$ cat src/comparator_mode_control_pkg.sv
// Constants for the voltage comparator control block
package comparator_mode_control_pkg;
	// ==========================================
	// Register offsets
	localparam logic [7:0] STATUS_CONTROL_OFS = 8'h00;
	localparam logic [7:0] SYSTEM_OPTIONS_TWO_OFS = 8'h01;
	localparam logic [7:0] POWER_MGMT_CONTROL_ONE_OFS = 8'h02;
	// ==========================================
	// Status and control field positions
	localparam int MODULE_ENABLE_BIT = 7;
	localparam int REFERENCE_SOURCE_SELECT_BIT = 6;
	localparam int COMPARE_EVENT_FLAG_BIT = 5;
	localparam int COMPARE_INTERRUPT_ENABLE_BIT = 4;
	localparam int LIVE_COMPARE_RESULT_BIT = 3;
	localparam int OUTPUT_PIN_ENABLE_BIT = 2;
	localparam int EVENT_EDGE_SELECT_LSB = 0;
	// Option bit positions
	localparam int CAPTURE_ROUTE_BIT = 0;
	localparam int BANDGAP_BUFFER_ENABLE_BIT = 0;
	// ==========================================
	// Reset values
	localparam logic [7:0] STATUS_CONTROL_RST = 8'h00;
	localparam logic [1:0] EVENT_EDGE_SELECT_RST = 2'h0;
	// Edge select encodings
	localparam logic [1:0] EDGE_FALL_A = 2'h0;
	localparam logic [1:0] EDGE_RISE = 2'h1;
	localparam logic [1:0] EDGE_FALL_B = 2'h2;
	localparam logic [1:0] EDGE_BOTH = 2'h3;
endpackage

$ cat src/comparator_mode_control.sv
// Voltage comparator control: reference select, routing, edge flags, low-power modes
`timescale 1ns/1ps
//
// Contract
// RL1 - Software enables bandgap buffer before selecting bandgap
// RL2 - Capture route feeds result to timer channel
// RL3 - Capture route takes channel pin away
// RL4 - Interrupt on rising, falling or either edge
// RL5 - Result can drive dedicated output pin
// RL6 - Comparator keeps running in wait mode
// RL7 - Event in wait raises waking interrupt
// RL8 - Software disables comparator in wait if unused
// RL9 - Light stop keeps comparing and detecting
// RL10 - Light stop still drives output pin
// RL11 - Light stop event sets flag, wakes
// RL12 - Reset leaving stop restores reset state
// RL13 - Deep stop powers down, wakes in reset; code keeps route_q and bg_buf_q through deep stop
// RL14 - Background debug does not freeze comparator
// RL15 - Edge field: 00/10 fall, 01 rise, 11 both
// RL16 - Flag set by event, cleared writing one
// RL17 - Result bit live, zero when disabled
// RL18 - Reference select: 0 pin, 1 bandgap
// RL19 - Synchronise analog result before edge detect
// RL20 - No edge detection while disabled
module comparator_mode_control
(
	input wire logic mclk,
	input wire logic rst,
	input wire logic [7:0] reg_addr,
	input wire logic [7:0] reg_wdata,
	input wire logic reg_write,
	input wire logic reg_read,
	output logic [7:0] reg_rdata,
	input wire logic analog_compare_raw,
	input wire logic wait_mode,
	input wire logic light_stop_mode,
	input wire logic deep_stop_mode,
	input wire logic debug_halt,
	output logic comparator_power_enable,
	output logic reference_source_select,
	output logic bandgap_buffer_enable,
	output logic comparator_output_pin,
	output logic comparator_output_pin_oe,
	output logic first_timer_capture_in,
	input wire logic first_timer_channel_zero_pin,
	output logic first_timer_channel_zero_pin_disable,
	output logic compare_interrupt,
	output logic wake_request
);
	// ==========================================
	// Control state
	logic module_enable_q, module_enable_d;
	logic ref_sel_q, ref_sel_d;
	logic flag_q, flag_d;
	logic irq_en_q, irq_en_d;
	logic pin_en_q, pin_en_d;
	logic [1:0] edge_sel_q, edge_sel_d;
	logic route_q, route_d;
	logic bg_buf_q, bg_buf_d;
	logic sync1_q, sync1_d;
	logic sync2_q, sync2_d;
	logic prev_q, prev_d;
	logic [2:0] armed_q, armed_d;
	logic [7:0] rdata_q, rdata_d;
	logic event_hit;
	logic wr_ctl;
	logic live_result;
	logic [7:0] status_word;

	function automatic logic edge_match(input logic [1:0] sel, input logic rise,
		input logic fall);
		case (sel)
			comparator_mode_control_pkg::EDGE_RISE: edge_match = rise;
			comparator_mode_control_pkg::EDGE_BOTH: edge_match = rise | fall;
			comparator_mode_control_pkg::EDGE_FALL_A: edge_match = fall;
			comparator_mode_control_pkg::EDGE_FALL_B: edge_match = fall;
			default: edge_match = fall;
		endcase
	endfunction

	// ==========================================
	// Next values
	always_comb
	begin
		wr_ctl = reg_write && (reg_addr == comparator_mode_control_pkg::STATUS_CONTROL_OFS);
		// RL19 two-stage synchroniser
		sync1_d = analog_compare_raw;
		sync2_d = sync1_q;
		prev_d = sync2_q;
		// RL20 arm only once the pipe holds powered samples
		armed_d = {armed_q[1:0], module_enable_q} & {3{module_enable_q}};
		// RL17 live result gated
		live_result = module_enable_q & sync2_q;
		// RL4 RL15 RL20 edge select
		event_hit = module_enable_q && armed_q[2] &&
			edge_match(edge_sel_q, sync2_q & ~prev_q, ~sync2_q & prev_q);
		module_enable_d = module_enable_q;
		ref_sel_d = ref_sel_q;
		irq_en_d = irq_en_q;
		pin_en_d = pin_en_q;
		edge_sel_d = edge_sel_q;
		route_d = route_q;
		bg_buf_d = bg_buf_q;
		flag_d = flag_q;
		if (wr_ctl)
		begin
			module_enable_d = reg_wdata[comparator_mode_control_pkg::MODULE_ENABLE_BIT];
			// RL18 reference select
			ref_sel_d = reg_wdata[comparator_mode_control_pkg::REFERENCE_SOURCE_SELECT_BIT];
			irq_en_d = reg_wdata[comparator_mode_control_pkg::COMPARE_INTERRUPT_ENABLE_BIT];
			pin_en_d = reg_wdata[comparator_mode_control_pkg::OUTPUT_PIN_ENABLE_BIT];
			edge_sel_d = reg_wdata[comparator_mode_control_pkg::EVENT_EDGE_SELECT_LSB +: 2];
			// RL16 write one clears
			if (reg_wdata[comparator_mode_control_pkg::COMPARE_EVENT_FLAG_BIT])
			begin
				flag_d = 1'b0;
			end
		end
		// RL16 RL11 set wins over clear
		if (event_hit)
		begin
			flag_d = 1'b1;
		end
		if (reg_write && reg_addr == comparator_mode_control_pkg::SYSTEM_OPTIONS_TWO_OFS)
		begin
			route_d = reg_wdata[comparator_mode_control_pkg::CAPTURE_ROUTE_BIT];
		end
		if (reg_write && reg_addr == comparator_mode_control_pkg::POWER_MGMT_CONTROL_ONE_OFS)
		begin
			bg_buf_d = reg_wdata[comparator_mode_control_pkg::BANDGAP_BUFFER_ENABLE_BIT];
		end
		status_word = {module_enable_q, ref_sel_q, flag_q, irq_en_q, live_result, pin_en_q,
			edge_sel_q};
		rdata_d = 8'h00;
		if (reg_read)
		begin
			case (reg_addr)
				comparator_mode_control_pkg::STATUS_CONTROL_OFS: rdata_d = status_word;
				comparator_mode_control_pkg::SYSTEM_OPTIONS_TWO_OFS: rdata_d = {7'h00, route_q};
				comparator_mode_control_pkg::POWER_MGMT_CONTROL_ONE_OFS:
					rdata_d = {7'h00, bg_buf_q};
				default: rdata_d = 8'h00;
			endcase
		end
	end

	// ==========================================
	// Registers
	// RL12 RL13 deep stop returns reset state except route_q and bg_buf_q, which keep their values
	always_ff @(posedge mclk or posedge rst)
	begin
		if (rst)
		begin
			module_enable_q <= 1'b0;
			ref_sel_q <= 1'b0;
			flag_q <= 1'b0;
			irq_en_q <= 1'b0;
			pin_en_q <= 1'b0;
			edge_sel_q <= comparator_mode_control_pkg::EVENT_EDGE_SELECT_RST;
			route_q <= 1'b0;
			bg_buf_q <= 1'b0;
			armed_q <= 3'h0;
			sync1_q <= 1'b0;
			sync2_q <= 1'b0;
			prev_q <= 1'b0;
			rdata_q <= 8'h00;
		end
		else if (deep_stop_mode)
		begin
			module_enable_q <= 1'b0;
			ref_sel_q <= 1'b0;
			flag_q <= 1'b0;
			irq_en_q <= 1'b0;
			pin_en_q <= 1'b0;
			edge_sel_q <= comparator_mode_control_pkg::EVENT_EDGE_SELECT_RST;
			armed_q <= 3'h0;
			sync1_q <= 1'b0;
			sync2_q <= 1'b0;
			prev_q <= 1'b0;
			rdata_q <= 8'h00;
		end
		else
		begin
			// RL6 RL9 RL14 no freeze in low power or debug
			module_enable_q <= module_enable_d;
			ref_sel_q <= ref_sel_d;
			flag_q <= flag_d;
			irq_en_q <= irq_en_d;
			pin_en_q <= pin_en_d;
			edge_sel_q <= edge_sel_d;
			route_q <= route_d;
			bg_buf_q <= bg_buf_d;
			sync1_q <= sync1_d;
			sync2_q <= sync2_d;
			prev_q <= prev_d;
			armed_q <= armed_d;
			rdata_q <= rdata_d;
		end
	end

	// ==========================================
	// Outputs
	assign reg_rdata = rdata_q;
	assign comparator_power_enable = module_enable_q & ~deep_stop_mode;
	assign reference_source_select = ref_sel_q;
	// RL1 buffer bit held for software
	assign bandgap_buffer_enable = bg_buf_q;
	// RL5 RL10 output pin drive
	assign comparator_output_pin = live_result;
	assign comparator_output_pin_oe = pin_en_q & module_enable_q;
	// RL2 capture routing
	assign first_timer_capture_in = route_q ? live_result : first_timer_channel_zero_pin;
	// RL3 channel pin taken away
	assign first_timer_channel_zero_pin_disable = route_q;
	// RL7 RL16 interrupt
	assign compare_interrupt = flag_q & irq_en_q;
	// RL7 RL11 wake request
	assign wake_request = compare_interrupt & (wait_mode | light_stop_mode);

	// ==========================================
	// Checks
	AST_FLAG_SET: assert property (@(posedge mclk) disable iff (rst || deep_stop_mode)
		event_hit |=> flag_q) else $error("flag not set after event"); // RL16
	AST_CLEAR_ONE: assert property (@(posedge mclk) disable iff (rst || deep_stop_mode)
		(wr_ctl && reg_wdata[5] && !event_hit) |=> !flag_q) else $error("flag not cleared"); // RL16
	AST_NO_SPURIOUS: assert property (@(posedge mclk) disable iff (rst || deep_stop_mode)
		(!flag_q && !event_hit) |=> !flag_q) else $error("flag set without event"); // RL16
	AST_RISE_ONLY: assert property (@(posedge mclk) disable iff (rst)
		(event_hit && edge_sel_q == 2'h1) |-> (sync2_q && !prev_q)) else $error("bad rise"); // RL15
	AST_FALL_SEL: assert property (@(posedge mclk) disable iff (rst)
		(event_hit && !edge_sel_q[0]) |-> (!sync2_q && prev_q)) else $error("bad fall"); // RL15
	AST_DISABLED: assert property (@(posedge mclk) disable iff (rst)
		!module_enable_q |-> (!event_hit && !live_result)) else $error("active when off"); // RL20
	AST_RESULT_READ: assert property (@(posedge mclk) disable iff (rst || deep_stop_mode)
		(reg_read && reg_addr == 8'h00) |=> reg_rdata[3] == $past(live_result))
		else $error("result read wrong"); // RL17
	AST_IRQ: assert property (@(posedge mclk) disable iff (rst)
		compare_interrupt == (flag_q && irq_en_q)) else $error("irq mismatch"); // RL16
	AST_ROUTE: assert property (@(posedge mclk) disable iff (rst)
		route_q |-> (first_timer_capture_in == live_result && first_timer_channel_zero_pin_disable))
		else $error("route wrong"); // RL2
	AST_DEEP: assert property (@(posedge mclk) disable iff (rst)
		deep_stop_mode |=> (!module_enable_q && !flag_q)) else $error("deep stop state kept"); // RL13
	AST_WAKE: assert property (@(posedge mclk) disable iff (rst)
		(compare_interrupt && light_stop_mode) |-> wake_request) else $error("no wake"); // RL11

	// ==========================================
	// Further checks
	// RL20 no event before arming
	AST_ARM_GATE: assert property (@(posedge mclk) disable iff (rst) // RL20
		!armed_q[2] |-> !event_hit)
		else $error("event before arming");
	// RL7 wake in wait
	AST_WAIT_WAKE: assert property (@(posedge mclk) disable iff (rst) // RL7
		(compare_interrupt && wait_mode) |-> wake_request)
		else $error("no wake in wait");
	// RL7 no wake without interrupt
	AST_NO_WAKE: assert property (@(posedge mclk) disable iff (rst) // RL7
		!compare_interrupt |-> !wake_request)
		else $error("wake without interrupt");
	// RL10 pin driven in light stop
	AST_LIGHT_PIN: assert property (@(posedge mclk) disable iff (rst) // RL10
		(light_stop_mode && pin_en_q && module_enable_q) |->
		(comparator_output_pin_oe && comparator_output_pin == sync2_q))
		else $error("pin not driven in light stop");
	// RL3 pin free when not routed
	AST_PIN_FREE: assert property (@(posedge mclk) disable iff (rst) // RL3
		!route_q |-> (first_timer_capture_in == first_timer_channel_zero_pin &&
		!first_timer_channel_zero_pin_disable))
		else $error("channel pin not free");
	// RL13 powered down in deep stop
	AST_POWER_DOWN: assert property (@(posedge mclk) disable iff (rst) // RL13
		deep_stop_mode |-> !comparator_power_enable)
		else $error("powered in deep stop");
	// RL19 second stage follows first
	AST_SYNC_CHAIN: assert property (@(posedge mclk) disable iff (rst || deep_stop_mode) // RL19
		!$past(deep_stop_mode) |-> sync2_q == $past(sync1_q))
		else $error("sync chain broken");
	// RL19 edge history follows second stage
	AST_PREV_TRACK: assert property (@(posedge mclk) disable iff (rst || deep_stop_mode) // RL19
		!$past(deep_stop_mode) |-> prev_q == $past(sync2_q))
		else $error("edge history broken");
	// RL14 sampling goes on in debug halt
	AST_DEBUG_RUN: assert property (@(posedge mclk) disable iff (rst || deep_stop_mode) // RL14
		(debug_halt && module_enable_q) |=> sync1_q == $past(analog_compare_raw))
		else $error("frozen in debug halt");
endmodule

$ cat config.mk
export PLATFORM = sky130hd
export DESIGN_NAME = comparator_mode_control
export DESIGN_NICKNAME = d
export VERILOG_FILES = /design/src/comparator_mode_control_pkg.sv /design/src/comparator_mode_control.sv
export SDC_FILE = /design/constraint.sdc
export NUM_CORES = 1
export LEC_CHECK = 0
export ABC_AREA = 1
export BUFFER_PORTS_ARGS = -buffer_cell sky130_fd_sc_hd__clkbuf_2
export CAP_MARGIN = 15
export CORE_MARGIN = 2
export CORE_UTILIZATION = 46
export DETAILED_ROUTE_END_ITERATION = 10
export PLACE_DENSITY_LB_ADDON = 0.1
export SLEW_MARGIN = 10
export SYNTH_ARGS = -nofsm -noshare
export SYNTH_HDL_FRONTEND = slang
export SYNTH_SLANG_ARGS = --single-unit
$ cat constraint.sdc
create_clock -name mclk -period 1.15 [get_ports mclk]
set_input_delay 0.115 -clock mclk [delete_from_list [all_inputs] [get_ports mclk]]
set_output_delay 0.115 -clock mclk [all_outputs]
set_load 0.01 [all_outputs]
==> flow_metrics.py <==
metrics = {
    "placement": {
        "dp_hpwl_um": 1590,
        "place.gp.congestion": 0.753,
        "dp_slack_ps": 1.13,
        "place_inst": 192,
        "io_buffer_count": 40,
    },
    "critical_path": {
        "path_max_fanout": 3,
        "crit_path_frequent_cell": "buf_6",
        "worstSetupStartpointType": "flop",
        "crit_arrival_ps": 1090,
        "max_stage_delay_ps": 460,
        "cp_cell_sequence": "buf_6, inv_4, nor2_4, buf_6",
        "cpMaxStageDelayCell": "dfrtp_2",
        "crit_type": "flop to output port",
        "critical_path_required_ps": 1030,
        "end_kind": "output port",
    },
    "cts": {
        "cts.htree.levels": 1,
        "clk_pin_slew_ps": 120,
        "cts_root_buffer": "clkbuf_4",
        "insertion_delay_ps": 310,
        "cts_tree": "done",
        "numCtsBuffers": 3,
        "cts.sinks": 23,
        "clockBufferDepth": 2,
    },
    "routing": {
        "vias": 940,
        "avgViaCountPerCell": 4.61,
        "finalWirelength_um": 2200,
        "drtPass1Iterations": 4,
        "wire_per_inst_um": 10.8,
        "drc_errors": 0,
        "drtIter0Drc": 13,
        "ant_nets": 0,
    },
    "logic_synthesis": {
        "syn_nets": 148,
        "synth_edf_count": 0,
        "ys.flop_type": "dfrtp_1",
        "yosysMostFrequentCell": "nand2_1",
        "syn_area_per_cell_sq_um": 8.48,
        "synth_cell_type_count": 16,
        "synth_cells": 120,
        "ys_seq_area_share_pct": 56.6,
        "synthTopCellsByArea": "dfrtp_1 (57%), nand2_1 (8.9%), inv_1 (8.1%)",
        "yosys_warnings": 0,
        "synth_top_cells_by_count": "nand2_1 (24), dfrtp_1 (23), inv_1 (22), nor2_1 (16), nand3_1 (11)",
        "syn_area_sq_um": 1020,
        "ys_seq_elements": 23,
        "async_reset_ff_share_pct": 100,
        "synth.largest_area_cell": "dfrtp_1",
        "netlist.area_leader.share_pct": 56.6,
    },
    "status": {
        "status": "complete, but fails checks",
        "violations": "setup timing",
    },
    "global_routing": {
        "grt_max_degree": 24,
        "grt_use_total_pct": 20.1,
        "grt_overflow": 0,
        "grt_pass1_vias": 890,
        "antenna_found_initial": 0,
        "grt_pass1_wl_um": 3800,
    },
    "layout": {
        "seq_area_sq_um": 577,
        "drive_gt1_share_pct": 42.0,
        "area_growth_pct": 42.8,
        "antenna-diode-count": 0,
        "fill_cells": 184,
        "nNetsFinal": 205,
        "multiInputGateArea_sq_um": 382,
        "layoutNonFillerInstCount": 204,
    },
    "pwr": {
        "swShare_pct": 24.2,
        "peakVddDrop_mv": 0.659,
        "pwr-share-comb_pct": 9.7,
        "total_power_mw": 1.32,
        "power_frac_seq_pct": 62.0,
        "p_int_mw": 1.00,
        "clkPwrFrac_pct": 28.3,
        "cellPowerDensity_nw_per_um2": 909,
        "leakagePower_nw": 0.818,
        "p_sw_uw": 319,
    },
    "sta": {
        "slew_violations": 0,
        "final_hold_viol_count": 0,
        "maxSlewHeadroom_pct": 78.1,
        "skew_ps": 0.941,
        "fin_crit_ps": 1210,
        "period_share_pct": 105,
        "holdWs_ps": 40.8,
        "setup_viol": 4,
        "tightest_slew_ps": 328,
        "fmax_mhz": 827,
        "tns_ps": -158,
        "timing.final.ws_setup_ps": -59.0,
        "rsz0062_at_grt": "yes",
    },
    "die": {
        "fp.dieH_um": 51.0,
        "dieWidth_um": 51.0,
        "core_region_area_sq_um": 2150,
        "rows": 17,
        "start_util_pct": 47.4,
        "die_area_sq_um": 2600,
        "ios": 43,
    },
    "min_path": {
        "min_path_type": "input port to flop",
    },
    "flow_run": {
        "max_cap_violations": 0,
    },
}
## cell type report
cell class                      instances  area share, %
Timing Repair Buffer                   54           23.4
Inverter                               23           6.29
Multi-Input combinational cell         72           26.3
Clock inverter                          1          0.345
Tap cell                               28           2.41
Sequential cell                        23           39.7
Clock buffer                            3           1.55
## per-stage QoR
| stage | instance area [sq um] | utilization [%] |
|---|---|---|
| 5_1_grt | 1450 | 67.6 |
| 3_5_place_dp | 1280 | 59.6 |
| 2_1_floorplan | 1020 | - |
| 6_report | 1450 | 67.6 |
| 3_3_place_gp | 1280 | 59.6 |
| 4_1_cts | 1390 | 64.9 |
## repair_timing
| action | 4_1_cts | 5_1_grt |
|---|---|---|
| hold buffers | 2 | 0 |
| setup endpoints to repair | 5 | 6 |
| resized for setup | 11 | 20 |
| hold endpoints to repair | 24 | 0 |
| setup buffers | 6 | 0 |
| pin swaps | 2 | 7 |
## routing by layer
layer  share of wire (%)  track usage (%)  routed length [um]  vias up
li1                    -                -                   -      480
met1                  42             24.9                 934      422
met2                  50             33.5                1100       34
met3                 5.6             2.92                 123        4
met4                 2.0             10.8                  44        0
met5                   0                0                   0        -
## state kept, by name (all words and copies together) (netlist names)
name,flops
reg_rdata,8
armed_q,3
edge_sel_q,2
bandgap_buffer_enable,1
first_timer_channel_zero_pin_disable,1
flag_q,1
irq_en_q,1
module_enable_q,1
pin_en_q,1
prev_d,1
prev_q,1
reference_source_select,1
sync1_q,1
## power by group through the flow
stage	Combinational, mW	Sequential (mW)	Clock (mW)
2_1_floorplan	0.0493	0.834	0
3_3_place_gp	0.111	0.834	0
3_5_place_dp	0.113	0.834	0
4_1_cts	0.124	0.819	0.394
5_1_grt	0.148	0.820	0.419
6_report	0.129	0.819	0.373
## logic make-up (layout without fill, tap and decap cells)
| kind of cell | count (synthesis) | in the layout | synth area share [%] |
|---|---|---|---|
| AOI/OAI and AO/OA | 12 | 12 | 6.40 |
| adders and majority gates | 2 | 2 | 2.46 |
| buffers and inverters | 25 | 81 | 10.1 |
| DFF | 23 | 23 | 56.6 |
| and+or+nand+nor | 58 | 58 | 24.5 |
## critical path: cells and delay by family, from the launching register on
kind	cells	cell delay, ps
AND/OR/NAND/NOR	1	30
buffers and inverters	3	300
flip-flops	1	460
## final timing paths
path	start	end	depth (start not counted)	slack (ps)
setup / recovery	module_enable_q	comparator_power_enable	4	-60
hold / removal	reg_wdata[7]	module_enable_q	3	40
setup reg to reg	prev_d	flag_q	6	-20
hold reg to reg	sync1_q	prev_d	2	480
max in group asynchronous	rst	module_enable_q	4	550
min in group asynchronous	rst	reg_rdata[1]	4	350
## layout by cell type, fill, tap and decap left out, drive strengths merged
master and count:
clkbuf 38, nand2 24, dfrtp 23, inv 23
nor2 19, buf 17, nand3 11, o21ai 9
nor3 4, dlygate4sd3 2, a21oi 2, ha 2
o211a 1, clkinv 1
No activity file was read; power rests on OpenSTA's default activity.
